**src/rtl/seq_regs.svh**
```systemverilog
`ifndef SEQ_REGS_SVH
`define SEQ_REGS_SVH

// register byte offsets
`define A_CTRL       8'h00
`define A_STOP_INJ   8'h04
`define A_PREMAG_MAX 8'h08
`define A_ACCEL      8'h0C
`define A_DECEL1     8'h10
`define A_DECEL2     8'h14
`define A_LIFT_ILIM  8'h18
`define A_FREQ_REF   8'h1C
`define A_MAX_FREQ   8'h20
`define A_STATUS     8'h24

// control register fields
`define F_START_LO   0
`define F_START_HI   2
`define F_STOP_LO    4
`define F_STOP_HI    5
`define F_PREMAG_LO  8
`define F_PREMAG_HI  10
`define F_INHIBIT    12
`define F_LOW_NOISE  13
`define F_DECEL_SEL  14
`define CTRL_RESET   32'h0000_0011

// frequencies are in 0.01 Hz steps
`define BOOST_END_FREQ 16'h07D0
`define MAX_FREQ_RESET 16'h1388
`define NO_LIMIT       16'hFFFF

// one timer tick is one millisecond
`define CLK_HZ      10000000
`define TICK_US     1000
`define TICK_CYCLES (`CLK_HZ / 1000000 * `TICK_US)

`endif

```
**src/rtl/seq_pkg.sv**
```systemverilog
package seq_pkg;
    typedef enum logic [2:0] {
        st_idle, st_start_hold, st_search, st_run, st_decel, st_stop_inject
    } state_type;
    typedef logic [15:0] freq_type;
endpackage

```
**src/rtl/ms_timer_if.sv**
```systemverilog
`timescale 1ns/1ps
interface ms_timer_if #(parameter int W = 16);
    logic         load;
    logic [W-1:0] value;
    logic         tick;
    logic         busy;
    modport timer (input load, input value, input tick, output busy);
    modport user  (output load, output value, output tick, input busy);
endinterface

```
**src/rtl/ms_timer.sv**
```systemverilog
`timescale 1ns/1ps
module ms_timer #(parameter int W = 16) (
    // clock and reset
    input wire logic  aclk,
    input wire logic  aresetn,
    // control
    ms_timer_if.timer tif
);
    logic [W-1:0] cnt_reg;

    always_ff @(posedge aclk) begin
        if (!aresetn) begin
            cnt_reg <= '0;
        end else if (tif.load) begin
            cnt_reg <= tif.value;
        end else if (tif.tick && cnt_reg != '0) begin
            cnt_reg <= cnt_reg - 1'b1;
        end
    end

    assign tif.busy = (cnt_reg != '0);
endmodule

```
**src/rtl/drive_start_stop_sequencer.sv**
```systemverilog
// Design decisions made here: the AXI4-Lite slave port and the register offsets.
`timescale 1ns/1ps
`include "seq_regs.svh"
// Behaviour
// - start mode 1: ramp output frequency up along acceleration time
// - start mode 2: search rotating motor frequency, resume modulation there
// - start mode 3: torque boost, applied only in the start phase
// - boost ends once frequency exceeds 20 Hz or equals reference
// - start mode 4: frequency search and start boost together
// - during boost switching stays at 4 kHz, low-noise option ignored
// - during boost current limit equals the lift current setting
// - stop mode 1: modulation stops, motor coasts freely
// - stop mode 2: ramp down with the selected deceleration time
// - after modulation stops, inject DC for the stop injection time
// - premag source 0 off, 1 to 5 pick a digital input
// - premag source 6: DC hold after start for maximum premag time
// - inhibit on: pending start ignored after reset, enable, location changes
// - inhibit off: pending start runs after any of those events
// - deceleration time spans maximum frequency down to zero
module drive_start_stop_sequencer #(
    parameter int TICK_CYCLES = `TICK_CYCLES
) (
    // clock and reset
    input  wire logic          aclk,
    input  wire logic          aresetn,
    // axi4-lite slave
    input  wire logic [7:0]    awaddr,
    input  wire logic          awvalid,
    output logic               awready,
    input  wire logic [31:0]   wdata,
    input  wire logic [3:0]    wstrb,
    input  wire logic          wvalid,
    output logic               wready,
    output logic [1:0]         bresp,
    output logic               bvalid,
    input  wire logic          bready,
    input  wire logic [7:0]    araddr,
    input  wire logic          arvalid,
    output logic               arready,
    output logic [31:0]        rdata,
    output logic [1:0]         rresp,
    output logic               rvalid,
    input  wire logic          rready,
    // command inputs
    input  wire logic          start_cmd,
    input  wire logic          run_enable,
    input  wire logic [4:0]    digital_input_one_to_five,
    input  wire logic          fault_reset,
    input  wire logic          remote_sel,
    input  wire logic          external_location_two,
    // frequency search result from modulator
    input  wire logic          found_valid,
    input  wire seq_pkg::freq_type found_freq,
    // modulator side
    output logic               modulate,
    output logic               dc_inject,
    output logic               freq_search,
    output logic               boost_active,
    output logic               switch_8khz,
    output seq_pkg::freq_type  current_limit,
    output seq_pkg::freq_type  out_freq
);
    import seq_pkg::*;

    logic [31:0] ctrl_reg;
    logic [15:0] stop_injection_time, premag_max, accel_time;
    logic [15:0] decel_time_first, decel_time_second, lift_current_limit;
    freq_type    freq_ref, max_freq, freq_reg, target;
    state_type   state_reg;
    logic        aw_got, w_got, armed_reg, boost_phase;
    logic [7:0]  aw_addr_q;
    logic [31:0] w_data_q;
    logic [15:0] tick_cnt;
    logic        tick, start_q, run_en_q, remote_q, ext_q;
    logic        start_rise, inhibit_event, run_req;
    logic [23:0] acc_reg, acc_add;
    logic [15:0] ramp_time;
    logic        step;
    logic [2:0]  start_mode, premag_sel;
    logic [1:0]  stop_mode;
    logic        flying, boosting, premag_di;

    ms_timer_if #(.W(16)) tif ();
    ms_timer #(.W(16)) u_timer (.aclk(aclk), .aresetn(aresetn), .tif(tif));

    assign start_mode = ctrl_reg[`F_START_HI:`F_START_LO];
    assign stop_mode  = ctrl_reg[`F_STOP_HI:`F_STOP_LO];
    assign premag_sel = ctrl_reg[`F_PREMAG_HI:`F_PREMAG_LO];
    assign flying     = (start_mode == 3'h2) || (start_mode == 3'h4);
    assign boosting   = (start_mode == 3'h3) || (start_mode == 3'h4);

    // axi4-lite write: address and data taken in either order
    always_ff @(posedge aclk) begin
        if (!aresetn) begin
            aw_got <= 1'b0;
            w_got <= 1'b0;
            aw_addr_q <= 8'h00;
            w_data_q <= 32'h0000_0000;
            bvalid <= 1'b0;
            bresp <= 2'h0;
        end else begin
            if (awvalid && awready) begin
                aw_got <= 1'b1;
                aw_addr_q <= awaddr;
            end
            if (wvalid && wready) begin
                w_got <= 1'b1;
                w_data_q <= wdata;
            end
            if (aw_got && w_got && !bvalid) begin
                bvalid <= 1'b1;
                bresp <= (aw_addr_q > `A_MAX_FREQ || aw_addr_q[1:0] != 2'h0) ? 2'h2 : 2'h0;
                aw_got <= 1'b0;
                w_got <= 1'b0;
            end else if (bvalid && bready) begin
                bvalid <= 1'b0;
            end
        end
    end

    assign awready = !aw_got && !bvalid;
    assign wready  = !w_got && !bvalid;

    // register file; only the low half of each timing word is used
    always_ff @(posedge aclk) begin
        if (!aresetn) begin
            ctrl_reg <= `CTRL_RESET;
            stop_injection_time <= 16'h0000;
            premag_max <= 16'h0000;
            accel_time <= 16'h0000;
            decel_time_first <= 16'h0000;
            decel_time_second <= 16'h0000;
            lift_current_limit <= `NO_LIMIT;
            freq_ref <= 16'h0000;
            max_freq <= `MAX_FREQ_RESET;
        end else if (aw_got && w_got && !bvalid && wstrb != 4'h0) begin
            unique case (aw_addr_q)
                `A_CTRL:       ctrl_reg <= w_data_q;
                `A_STOP_INJ:   stop_injection_time <= w_data_q[15:0];
                `A_PREMAG_MAX: premag_max <= w_data_q[15:0];
                `A_ACCEL:      accel_time <= w_data_q[15:0];
                `A_DECEL1:     decel_time_first <= w_data_q[15:0];
                `A_DECEL2:     decel_time_second <= w_data_q[15:0];
                `A_LIFT_ILIM:  lift_current_limit <= w_data_q[15:0];
                `A_FREQ_REF:   freq_ref <= w_data_q[15:0];
                `A_MAX_FREQ:   max_freq <= w_data_q[15:0];
                default: ;
            endcase
        end
    end

    // axi4-lite read, answered one cycle after the address is taken
    always_ff @(posedge aclk) begin
        if (!aresetn) begin
            rvalid <= 1'b0;
            rdata <= 32'h0000_0000;
            rresp <= 2'h0;
        end else if (arvalid && arready) begin
            rvalid <= 1'b1;
            rresp <= 2'h0;
            unique case (araddr)
                `A_CTRL:       rdata <= ctrl_reg;
                `A_STOP_INJ:   rdata <= {16'h0000, stop_injection_time};
                `A_PREMAG_MAX: rdata <= {16'h0000, premag_max};
                `A_ACCEL:      rdata <= {16'h0000, accel_time};
                `A_DECEL1:     rdata <= {16'h0000, decel_time_first};
                `A_DECEL2:     rdata <= {16'h0000, decel_time_second};
                `A_LIFT_ILIM:  rdata <= {16'h0000, lift_current_limit};
                `A_FREQ_REF:   rdata <= {16'h0000, freq_ref};
                `A_MAX_FREQ:   rdata <= {16'h0000, max_freq};
                `A_STATUS:     rdata <= {9'h000, state_reg, armed_reg, boost_phase,
                                         2'h0, freq_reg};
                default: begin
                    rdata <= 32'h0000_0000;
                    rresp <= 2'h2;
                end
            endcase
        end else if (rvalid && rready) begin
            rvalid <= 1'b0;
        end
    end

    assign arready = !rvalid;

    // millisecond tick
    always_ff @(posedge aclk) begin
        if (!aresetn || tick) begin
            tick_cnt <= 16'h0000;
        end else begin
            tick_cnt <= tick_cnt + 1'b1;
        end
    end

    assign tick = (tick_cnt == 16'(TICK_CYCLES - 1));

    // start inhibit
    always_ff @(posedge aclk) begin
        if (!aresetn) begin
            start_q <= 1'b0;
            run_en_q <= 1'b0;
            remote_q <= 1'b0;
            ext_q <= 1'b0;
        end else begin
            start_q <= start_cmd;
            run_en_q <= run_enable;
            remote_q <= remote_sel;
            ext_q <= external_location_two;
        end
    end

    assign start_rise = start_cmd && !start_q;
    assign inhibit_event = fault_reset || (run_enable && !run_en_q)
                         || (remote_sel != remote_q) || (external_location_two != ext_q);

    always_ff @(posedge aclk) begin
        if (!aresetn) begin
            armed_reg <= 1'b1;
        end else if (start_rise) begin
            armed_reg <= 1'b1;
        end else if (inhibit_event && ctrl_reg[`F_INHIBIT]) begin
            armed_reg <= 1'b0;
        end
    end

    assign run_req = start_cmd && run_enable && armed_reg;

    // premagnetising from a digital input while stopped
    assign premag_di = (premag_sel >= 3'h1) && (premag_sel <= 3'h5)
                     && digital_input_one_to_five[premag_sel - 3'h1];

    // timer loads on entry to hold phases
    always_comb begin
        tif.load = 1'b0;
        tif.value = stop_injection_time;
        tif.tick = tick;
        if (state_reg == st_idle && run_req && premag_sel == 3'h6) begin
            tif.load = 1'b1;
            tif.value = premag_max;
        end else if ((state_reg == st_run && !run_req && stop_mode == 2'h1)
                     || (state_reg == st_decel && freq_reg == 16'h0000 && !run_req)) begin
            tif.load = 1'b1;
        end
    end

    // ramp generator, rate scaled so a full time covers max frequency to zero
    assign target = (state_reg == st_decel) ? 16'h0000
                  : (freq_ref > max_freq) ? max_freq : freq_ref;
    assign ramp_time = (freq_reg > target)
                     ? (ctrl_reg[`F_DECEL_SEL] ? decel_time_second : decel_time_first)
                     : accel_time;
    assign acc_add = acc_reg + (tick ? {8'h00, max_freq} : 24'h00_0000);
    assign step = acc_add >= {8'h00, ramp_time};

    always_ff @(posedge aclk) begin
        if (!aresetn) begin
            freq_reg <= 16'h0000;
            acc_reg <= 24'h00_0000;
        end else if (state_reg == st_search && found_valid) begin
            freq_reg <= found_freq;
            acc_reg <= 24'h00_0000;
        end else if ((state_reg == st_run || state_reg == st_decel) && freq_reg != target) begin
            if (ramp_time == 16'h0000) begin
                freq_reg <= target;
                acc_reg <= 24'h00_0000;
            end else if (step) begin
                freq_reg <= (freq_reg > target) ? freq_reg - 1'b1 : freq_reg + 1'b1;
                acc_reg <= acc_add - {8'h00, ramp_time};
            end else begin
                acc_reg <= acc_add;
            end
        end else begin
            acc_reg <= 24'h00_0000;
            if (state_reg != st_run && state_reg != st_decel) begin
                freq_reg <= 16'h0000;
            end
        end
    end

    // sequencer
    always_ff @(posedge aclk) begin
        if (!aresetn) begin
            state_reg <= st_idle;
        end else begin
            unique case (state_reg)
                st_idle:
                    if (run_req) begin
                        if (premag_sel == 3'h6) begin
                            state_reg <= st_start_hold;
                        end else begin
                            state_reg <= flying ? st_search : st_run;
                        end
                    end
                st_start_hold:
                    if (!run_req) begin
                        state_reg <= st_idle;
                    end else if (!tif.busy) begin
                        state_reg <= flying ? st_search : st_run;
                    end
                st_search:
                    if (!run_req) begin
                        state_reg <= st_idle;
                    end else if (found_valid) begin
                        state_reg <= st_run;
                    end
                st_run:
                    if (!run_req) begin
                        state_reg <= (stop_mode == 2'h1) ? st_stop_inject : st_decel;
                    end
                st_decel:
                    if (run_req) begin
                        state_reg <= st_run;
                    end else if (freq_reg == 16'h0000) begin
                        state_reg <= st_stop_inject;
                    end
                st_stop_inject:
                    if (tif.busy == 1'b0 && !tif.load) begin
                        state_reg <= st_idle;
                    end
                default: state_reg <= st_idle;
            endcase
        end
    end

    // boost window is the start phase only
    always_ff @(posedge aclk) begin
        if (!aresetn) begin
            boost_phase <= 1'b0;
        end else if (state_reg != st_run) begin
            boost_phase <= boosting;
        end else if (freq_reg > `BOOST_END_FREQ || freq_reg == freq_ref) begin
            boost_phase <= 1'b0;
        end
    end

    // registered modulator outputs
    always_ff @(posedge aclk) begin
        if (!aresetn) begin
            modulate <= 1'b0;
            dc_inject <= 1'b0;
            freq_search <= 1'b0;
            boost_active <= 1'b0;
            switch_8khz <= 1'b0;
            current_limit <= `NO_LIMIT;
            out_freq <= 16'h0000;
        end else begin
            modulate <= (state_reg == st_run) || (state_reg == st_decel);
            dc_inject <= (state_reg == st_start_hold) || (state_reg == st_stop_inject)
                       || (state_reg == st_idle && premag_di);
            freq_search <= (state_reg == st_search);
            boost_active <= boost_phase && state_reg == st_run;
            switch_8khz <= ctrl_reg[`F_LOW_NOISE]
                         && !(boost_phase && state_reg == st_run);
            current_limit <= (boost_phase && state_reg == st_run)
                           ? lift_current_limit : `NO_LIMIT;
            out_freq <= freq_reg;
        end
    end
endmodule

```
**config.mk**
```make
export PLATFORM = sky130hd
export DESIGN_NAME = drive_start_stop_sequencer
export DESIGN_NICKNAME = d
export VERILOG_FILES = /design/src/rtl/seq_pkg.sv /design/src/rtl/ms_timer_if.sv /design/src/rtl/ms_timer.sv /design/src/rtl/drive_start_stop_sequencer.sv
export VERILOG_INCLUDE_DIRS = /design/src /design/src/rtl
export SDC_FILE = /design/constraint.sdc
export NUM_CORES = 1
export LEC_CHECK = 0
export BUFFER_PORTS_ARGS = -buffer_cell sky130_fd_sc_hd__buf_2
export CAP_MARGIN = 20
export CORE_ASPECT_RATIO = 0.5
export CORE_MARGIN = 3
export CORE_UTILIZATION = 60
export CTS_BUF_LIST = sky130_fd_sc_hd__clkbuf_2
export CTS_CLUSTER_DIAMETER = 150
export CTS_CLUSTER_SIZE = 10
export DETAILED_ROUTE_END_ITERATION = 10
export PLACE_DENSITY = 0.76
export SLEW_MARGIN = 0
export SYNTH_ARGS = -nofsm -noshare
export SYNTH_HDL_FRONTEND = slang
export SYNTH_HIERARCHICAL = 1
export SYNTH_SLANG_ARGS = --single-unit
```
**constraint.sdc**
```tcl
create_clock -name aclk -period 10.65 [get_ports aclk]
set_clock_uncertainty 0.1 [all_clocks]
set_input_delay 1.065 -clock aclk [delete_from_list [all_inputs] [get_ports aclk]]
set_output_delay 1.065 -clock aclk [all_outputs]
set_load 0.005 [all_outputs]
```
# After elaboration in Yosys (flattened, before gate mapping)
# Index checks and enable logic that the tools add are counted.
# Widths: inputs -> output; s select.
word_totals:
  output_inout_bits: 78
  elab_cells: 218
  in_bits: 86
  ff_bits: 358
classes:
  eq_ne: 41
  n_addsub: 7
  muxes: 41
  magnitude_cmp: 8
  bitwise_logic: 3
  reduce_logical: 82
ops:
  columns: ["op", "count"]
  rows:
  - ["$pmux 32 s10", 1]
  - ["$mux 16", 14]
  - ["$eq 8x5->1 const B", 8]
  - ["$add 16x1->16 const B", 2]
  - ["$eq 8x4->1 const B", 4]
  - ["$gt 16x16->1", 2]
  - ["$logic_not 16->1", 2]
  - ["$sub 16x1->16 const B", 2]
  - ["$logic_and 1x1->1", 31]
  - ["$mux 3", 9]
  - ["$add 24x16->24", 1]
  - ["$eq 8x6->1 const B", 3]
  - ["$ge 24x16->1", 1]
  - ["$mux 24", 1]
  - ["$sub 24x16->24", 1]
  - ["$reduce_and 2->1", 11]
  - ["$pmux 3 s6", 1]
  - ["$eq 16x14->1 const B", 1]
  - ["$eq 16x16->1", 1]
  - ["$eq 8x3->1 const B", 2]
  - ["$gt 16x11->1 const B", 1]
  - ["$logic_not 8->1", 2]
  - ["$ne 16x16->1", 1]
  - ["$reduce_bool 16->1", 1]
  - ["other kinds (28)", 79]

# Depth between registers and ports, before layout
depth:
  word_depth: 12
  depth_mapped: 32
  mapped_depth_nobuf: 29

# Cells and area by module
# Netlist, hierarchy kept.
by_module_without_submodules:
  columns: ["module", "area_each_um2", "n_inst", "cells_per_inst"]
  rows:
  - ["drive_start_stop_sequencer", 17840.9, 1, 2203]
  - ["ms_timer", 1007.2, 1, 126]

# Worst setup path before layout
# Ideal clock, no wire load.
synth_path:
  path_kind: "reg-to-reg"
  from: "reg max_freq[11]"
  to: "reg freq_reg[6]"
  arrival_ns: 6.792
  t_required_ns: 10.414
  stages_incl_launch_ff: 29
  path_buffers: 3
  slack_ns: 3.622
  setup_ns: 0.136
  cell_sequence: "dfxtp_1 inv_1 ha_1 nand4_1 or2_2 a211oi_1 nor2_1 a21oi_2 buf_2 mux2i_1 or2_2 ha_1 nor2b_1 o211ai_1 a2111o_1 a31oi_4 clkbuf_1 o21ai_0 fa_1 a21o_1 a221oi_2 o21ai_1 a21oi_1 o21a_1 nand3_1 o41a_4 buf_2 nor2_1 a211oi_2"
synth_between:
  elab_chain_len: 9
  elab_cells_between_ends: 19
synth_rtl:
  columns: ["element", "line", "text"]
  rows:
  - ["start, declared", "drive_start_stop_sequencer.sv:68", "freq_type freq_ref, max_freq, freq_reg, target;"]
  - ["start signal, assigned", "drive_start_stop_sequencer.sv:135", "max_freq <= `MAX_FREQ_RESET;"]
  - ["start signal, assigned", "drive_start_stop_sequencer.sv:146", "`A_MAX_FREQ: max_freq <= w_data_q[15:0];"]
  - ["parallel branches: the longest is 9 deep, another holds $ge 24x16->1", null, null]
  - ["end signal, assigned", "drive_start_stop_sequencer.sv:259", "freq_reg <= found_freq;"]
  - ["end signal, assigned", "drive_start_stop_sequencer.sv:263", "freq_reg <= target;"]
  - ["end signal, assigned", "drive_start_stop_sequencer.sv:266", "freq_reg <= (freq_reg > target) ? freq_reg - 1'b1 : freq_reg + 1'b1;"]
  - ["end, declared", "drive_start_stop_sequencer.sv:68", null]
# Several ways; the timed one is not identified. The select of a mux whose other input is x is not followed.
# A chain may end at the register's enable or synchronous reset.

# Worst setup path after layout
layout_path:
  from: "reg max_freq[14]"
  to: "reg acc_reg[9]"
layout_between:
  elab_chain_len: 7
  elab_cells_between_ends: 15
layout_rtl:
  columns: ["element", "line", "text"]
  rows:
  - ["$gt 16x16->1", "drive_start_stop_sequencer.sv:247", ": (freq_ref > max_freq) ? max_freq : freq_ref;"]
  - ["$mux 16", "drive_start_stop_sequencer.sv:247", null]
  - ["$mux 16", "drive_start_stop_sequencer.sv:246", "assign target = (state_reg == st_decel) ? 16'h0000"]
  - ["$gt 16x16->1 or $ne 16x16->1 (tied branches)", "drive_start_stop_sequencer.sv:248, drive_start_stop_sequencer.sv:261", null]
  - ["$mux 16 or $logic_and 1x1->1 (tied branches)", "drive_start_stop_sequencer.sv:248, drive_start_stop_sequencer.sv:261", null]
  - ["$sub 24x16->24, or another cell as far along", "drive_start_stop_sequencer.sv:267", "acc_reg <= acc_add - {8'h00, ramp_time};"]
  - ["$mux 24 or $reduce_or 4->1 (tied branches)", null, null]
  - ["end signal, assigned", "drive_start_stop_sequencer.sv:267", null]
  - ["end, declared", "drive_start_stop_sequencer.sv:76", "logic [23:0] acc_reg, acc_add;"]
# Several ways; a longest one is shown, not always the timed one.

==> results.cfg <==
[clock_network]
clock_latency_ns = 1.01
cts_resized = 0
ctsHoldBuffers = 0
cts_tree = built
cts_setup_buffers = 0
cts.sinks = 356
cts_buffers = 41
clk_pin_slew_ns = 0.27
clock_path_buffers = 3
root_buffer = clkbuf_2
h-tree-depth = 2

[placed_design]
place_congestion = 1.00
post-place-ws_ns = 2.62
post_dp_cell_area_um2 = 19900
post-dp-hpwl_um = 44700
port_buffers = 161

[floorplanning]
io_pins = 164
die_x_um = 257
die_area_um2 = 33700
initial_utilization_pct = 61.5
design.core.area_um2 = 30600
die_h_um = 131
row_count = 45

[timing]
fin_ws_ns = 2.38
fin_setup_tns_ns = 0
setup_violations = 0
drv_slew = 0
min_period_over_period_pct = 77.7
finalHoldViolCount = 0
fmax_mhz = 121
relSlewSlack_pct = 25.3
worstMarginPinSlew_ns = 1.12
period_needed_ns = 8.27
rsz0062_at_grt = false

[route]
drc = 0
vias = 18200
firstDrtPassIters = 6
dr_wl_met2_um = 26100
wl_per_cell_um = 21.9
via_per_inst = 6.37
drt_iter0_drc = 2451
wl_met1_um = 25500
antenna_left = 0
maxUsedRoutingLayer = met4
routed_wl_um = 62600
met3_length_um = 8840

[power_and_ir_drop]
powerDensity_nw_per_um2 = 315
pwr-share-seq_pct = 24.5
vdd_drop_max_mv = 0.346
power_mw = 6.38
swShare_pct = 48.4
power.switching_mw = 3.09
intPower_mw = 3.29
p_clk_share_pct = 9.7
combPwrFrac_pct = 65.9
p_leak_nw = 7.88

[critical_path]
r2r_start = max_freq[14]
cp_slowest_cell = a21oi_2
cpPeakStageDelay_ns = 0.83
required_ns = 11.36
worstSetupPathType = flop to flop
endpoint_kind = flop
critPathMaxFanout = 33
rr_worst_depth = 29
critPathLaunch = max_freq[14]
start_kind = flop
cp.arrival_ns = 8.98

[logic_synthesis]
synth_edf_count = 0
yosys_most_used_dff = dfxtp_1
avgSynthCellArea_um2 = 8.09
synth_cell_type_count = 98
yosys_warnings = 6
synthesis.instances = 2329
synth_seq_area_share_pct = 37.8
async_flop_share_pct = 0
synth_seq_cells = 356
syn_area_um2 = 18800

[outcome]
outcome = finished clean

[min_path]
hold_class = primary input to flop
hold_depth = 2
hp-start = rready

[layout]
num-nets-final = 2600
n_fill_cell = 2734
area_growth_pct = 7.41
stdcell_area_um2 = 20200
drive_above_1_share_pct = 13.8
fin_util_pct = 66.1

[grt]
overflow = 0
grt_first_pass_wirelength_um = 95000
grt_pass1_vias = 16300
grt_usage_pct = 35.5
antenna_found_initial = 2
grt_max_degree = 120

[job]
maxCapViolations = 0
==> cells in the mapped netlist, types with 5 or more instances <==
master	n	area [µm²]
nor4_1	29	181
a221oi_1	32	280
o22ai_1	5	31.3
nand2_1	472	1770
a311oi_1	5	43.8
nor2b_1	12	75.1
xor2_1	41	359
dfxtp_1	356	7130
o21ai_1	11	55.1
or3_1	11	68.8
xnor2_1	38	333
nand2b_1	9	56.3
o21a_1	9	67.6
o31ai_1	8	60.1
mux2_2	28	315
a211oi_2	6	75.1
or2_2	24	150
a21oi_1	235	1180
a22o_1	37	324
a211oi_1	13	97.6
buf_2	5	25.0
ha_1	83	1040
mux2i_1	46	460
o211ai_1	11	82.6
and3_1	18	113
a21boi_0	39	293
clkbuf_1	125	469
and2_1	44	275
o41ai_1	5	43.8
nand3_1	65	325
nor2_1	155	582
a31oi_1	34	213
a21o_1	19	143
o21ai_0	63	315
nand4_1	29	181
o211a_1	6	60.1
a22oi_1	27	203
nand3b_1	9	67.6
or4_1	6	45.0
nor3_1	24	120
inv_1	45	169
==> per-stage QoR <==
stage          cells  hold WS [ns]
2_1_floorplan   2330         0.326
3_3_place_gp    2804         0.337
3_5_place_dp    2805         0.341
4_1_cts         2850         0.131
5_1_grt         2855         0.150
6_report        2855         0.212
==> cells by family after synthesis <==
| logic type | count (synthesis) | share of synthesized area (%) |
|---|---|---|
| buffers and inverters | 183 | 3.90 |
| and+or+nand+nor | 938 | 22.9 |
| AOI/OAI and AO/OA | 608 | 21.3 |
| DFF | 356 | 37.8 |
| other | 1 | 0.0199 |
| muxes | 75 | 4.24 |
| adders and majority gates | 86 | 5.83 |
| xor gates and xnor gates | 82 | 3.99 |
==> cell usage in the layout, fill, tap and decap left out, types with 12 or more instances in the layout <==
master	n
nand2_1	472
dfxtp_1	356
a21oi_1	235
buf_2	160
nor2_1	152
ha_1	83
nand3_1	65
o21ai_0	63
mux2i_1	46
inv_1	45
and2_1	44
clkbuf_2	42
xor2_1	41
a21boi_0	39
xnor2_1	38
a22o_1	37
a31oi_1	34
a221oi_1	32
nand4_1	29
buf_4	29
mux2_2	28
a22oi_1	27
nor4_1	26
or2_2	24
nor3_1	24
a21o_1	19
and3_1	18
a211oi_1	13
nor2b_1	12
==> power groups by stage <==
| stage | clock, mW | sequential, mW | combinational (mW) |
|---|---|---|---|
| 2_1_floorplan | 0 | 1.50 | 3.33 |
| 3_3_place_gp | 0 | 1.57 | 3.97 |
| 3_5_place_dp | 0 | 1.58 | 4.07 |
| 4_1_cts | 0.626 | 1.55 | 4.10 |
| 5_1_grt | 0.677 | 1.57 | 4.62 |
| 6_report | 0.618 | 1.56 | 4.20 |
==> critical path, delay by kind of cell, from the launching register on <==
kind	cells	cell delay [ns]
buffers and inverters	3	0.38
and+or+nand+nor	9	1.88
AOI/OAI and AO/OA	11	3.62
adders and majority gates	4	1.18
DFF	1	0.48
muxes	2	0.43
==> cell type report <==
cell class / instances / area, µm² / share of cell area (%)
multi-input combinational: 1791 / 11000 / 54.5
inverter: 46 / 178 / 0.878
clock buffer: 42 / 210 / 1.04
timing repair buffer: 192 / 1100 / 5.44
antenna: 2 / 5.00 / 0.0247
sequential: 356 / 7130 / 35.2
clock inverter: 3 / 67.6 / 0.334
tap: 423 / 529 / 2.61
==> layer usage <==
metal / track usage, % / up-vias
li1: - / 8446
met1: 49.5 / 8494
met3: 11.7 / 195
met5: 0 / -
met2: 52.2 / 1065
met4: 10.9 / 0
==> path summary, 6_finish.rpt <==
check | slack, ns | end
max | 2.38 | acc_reg[9]
min | 0.21 | rvalid
max reg2reg | 2.38 | acc_reg[9]
min reg2reg | 0.35 | ctrl_reg[18]
(Power assumes the default switching activity.)
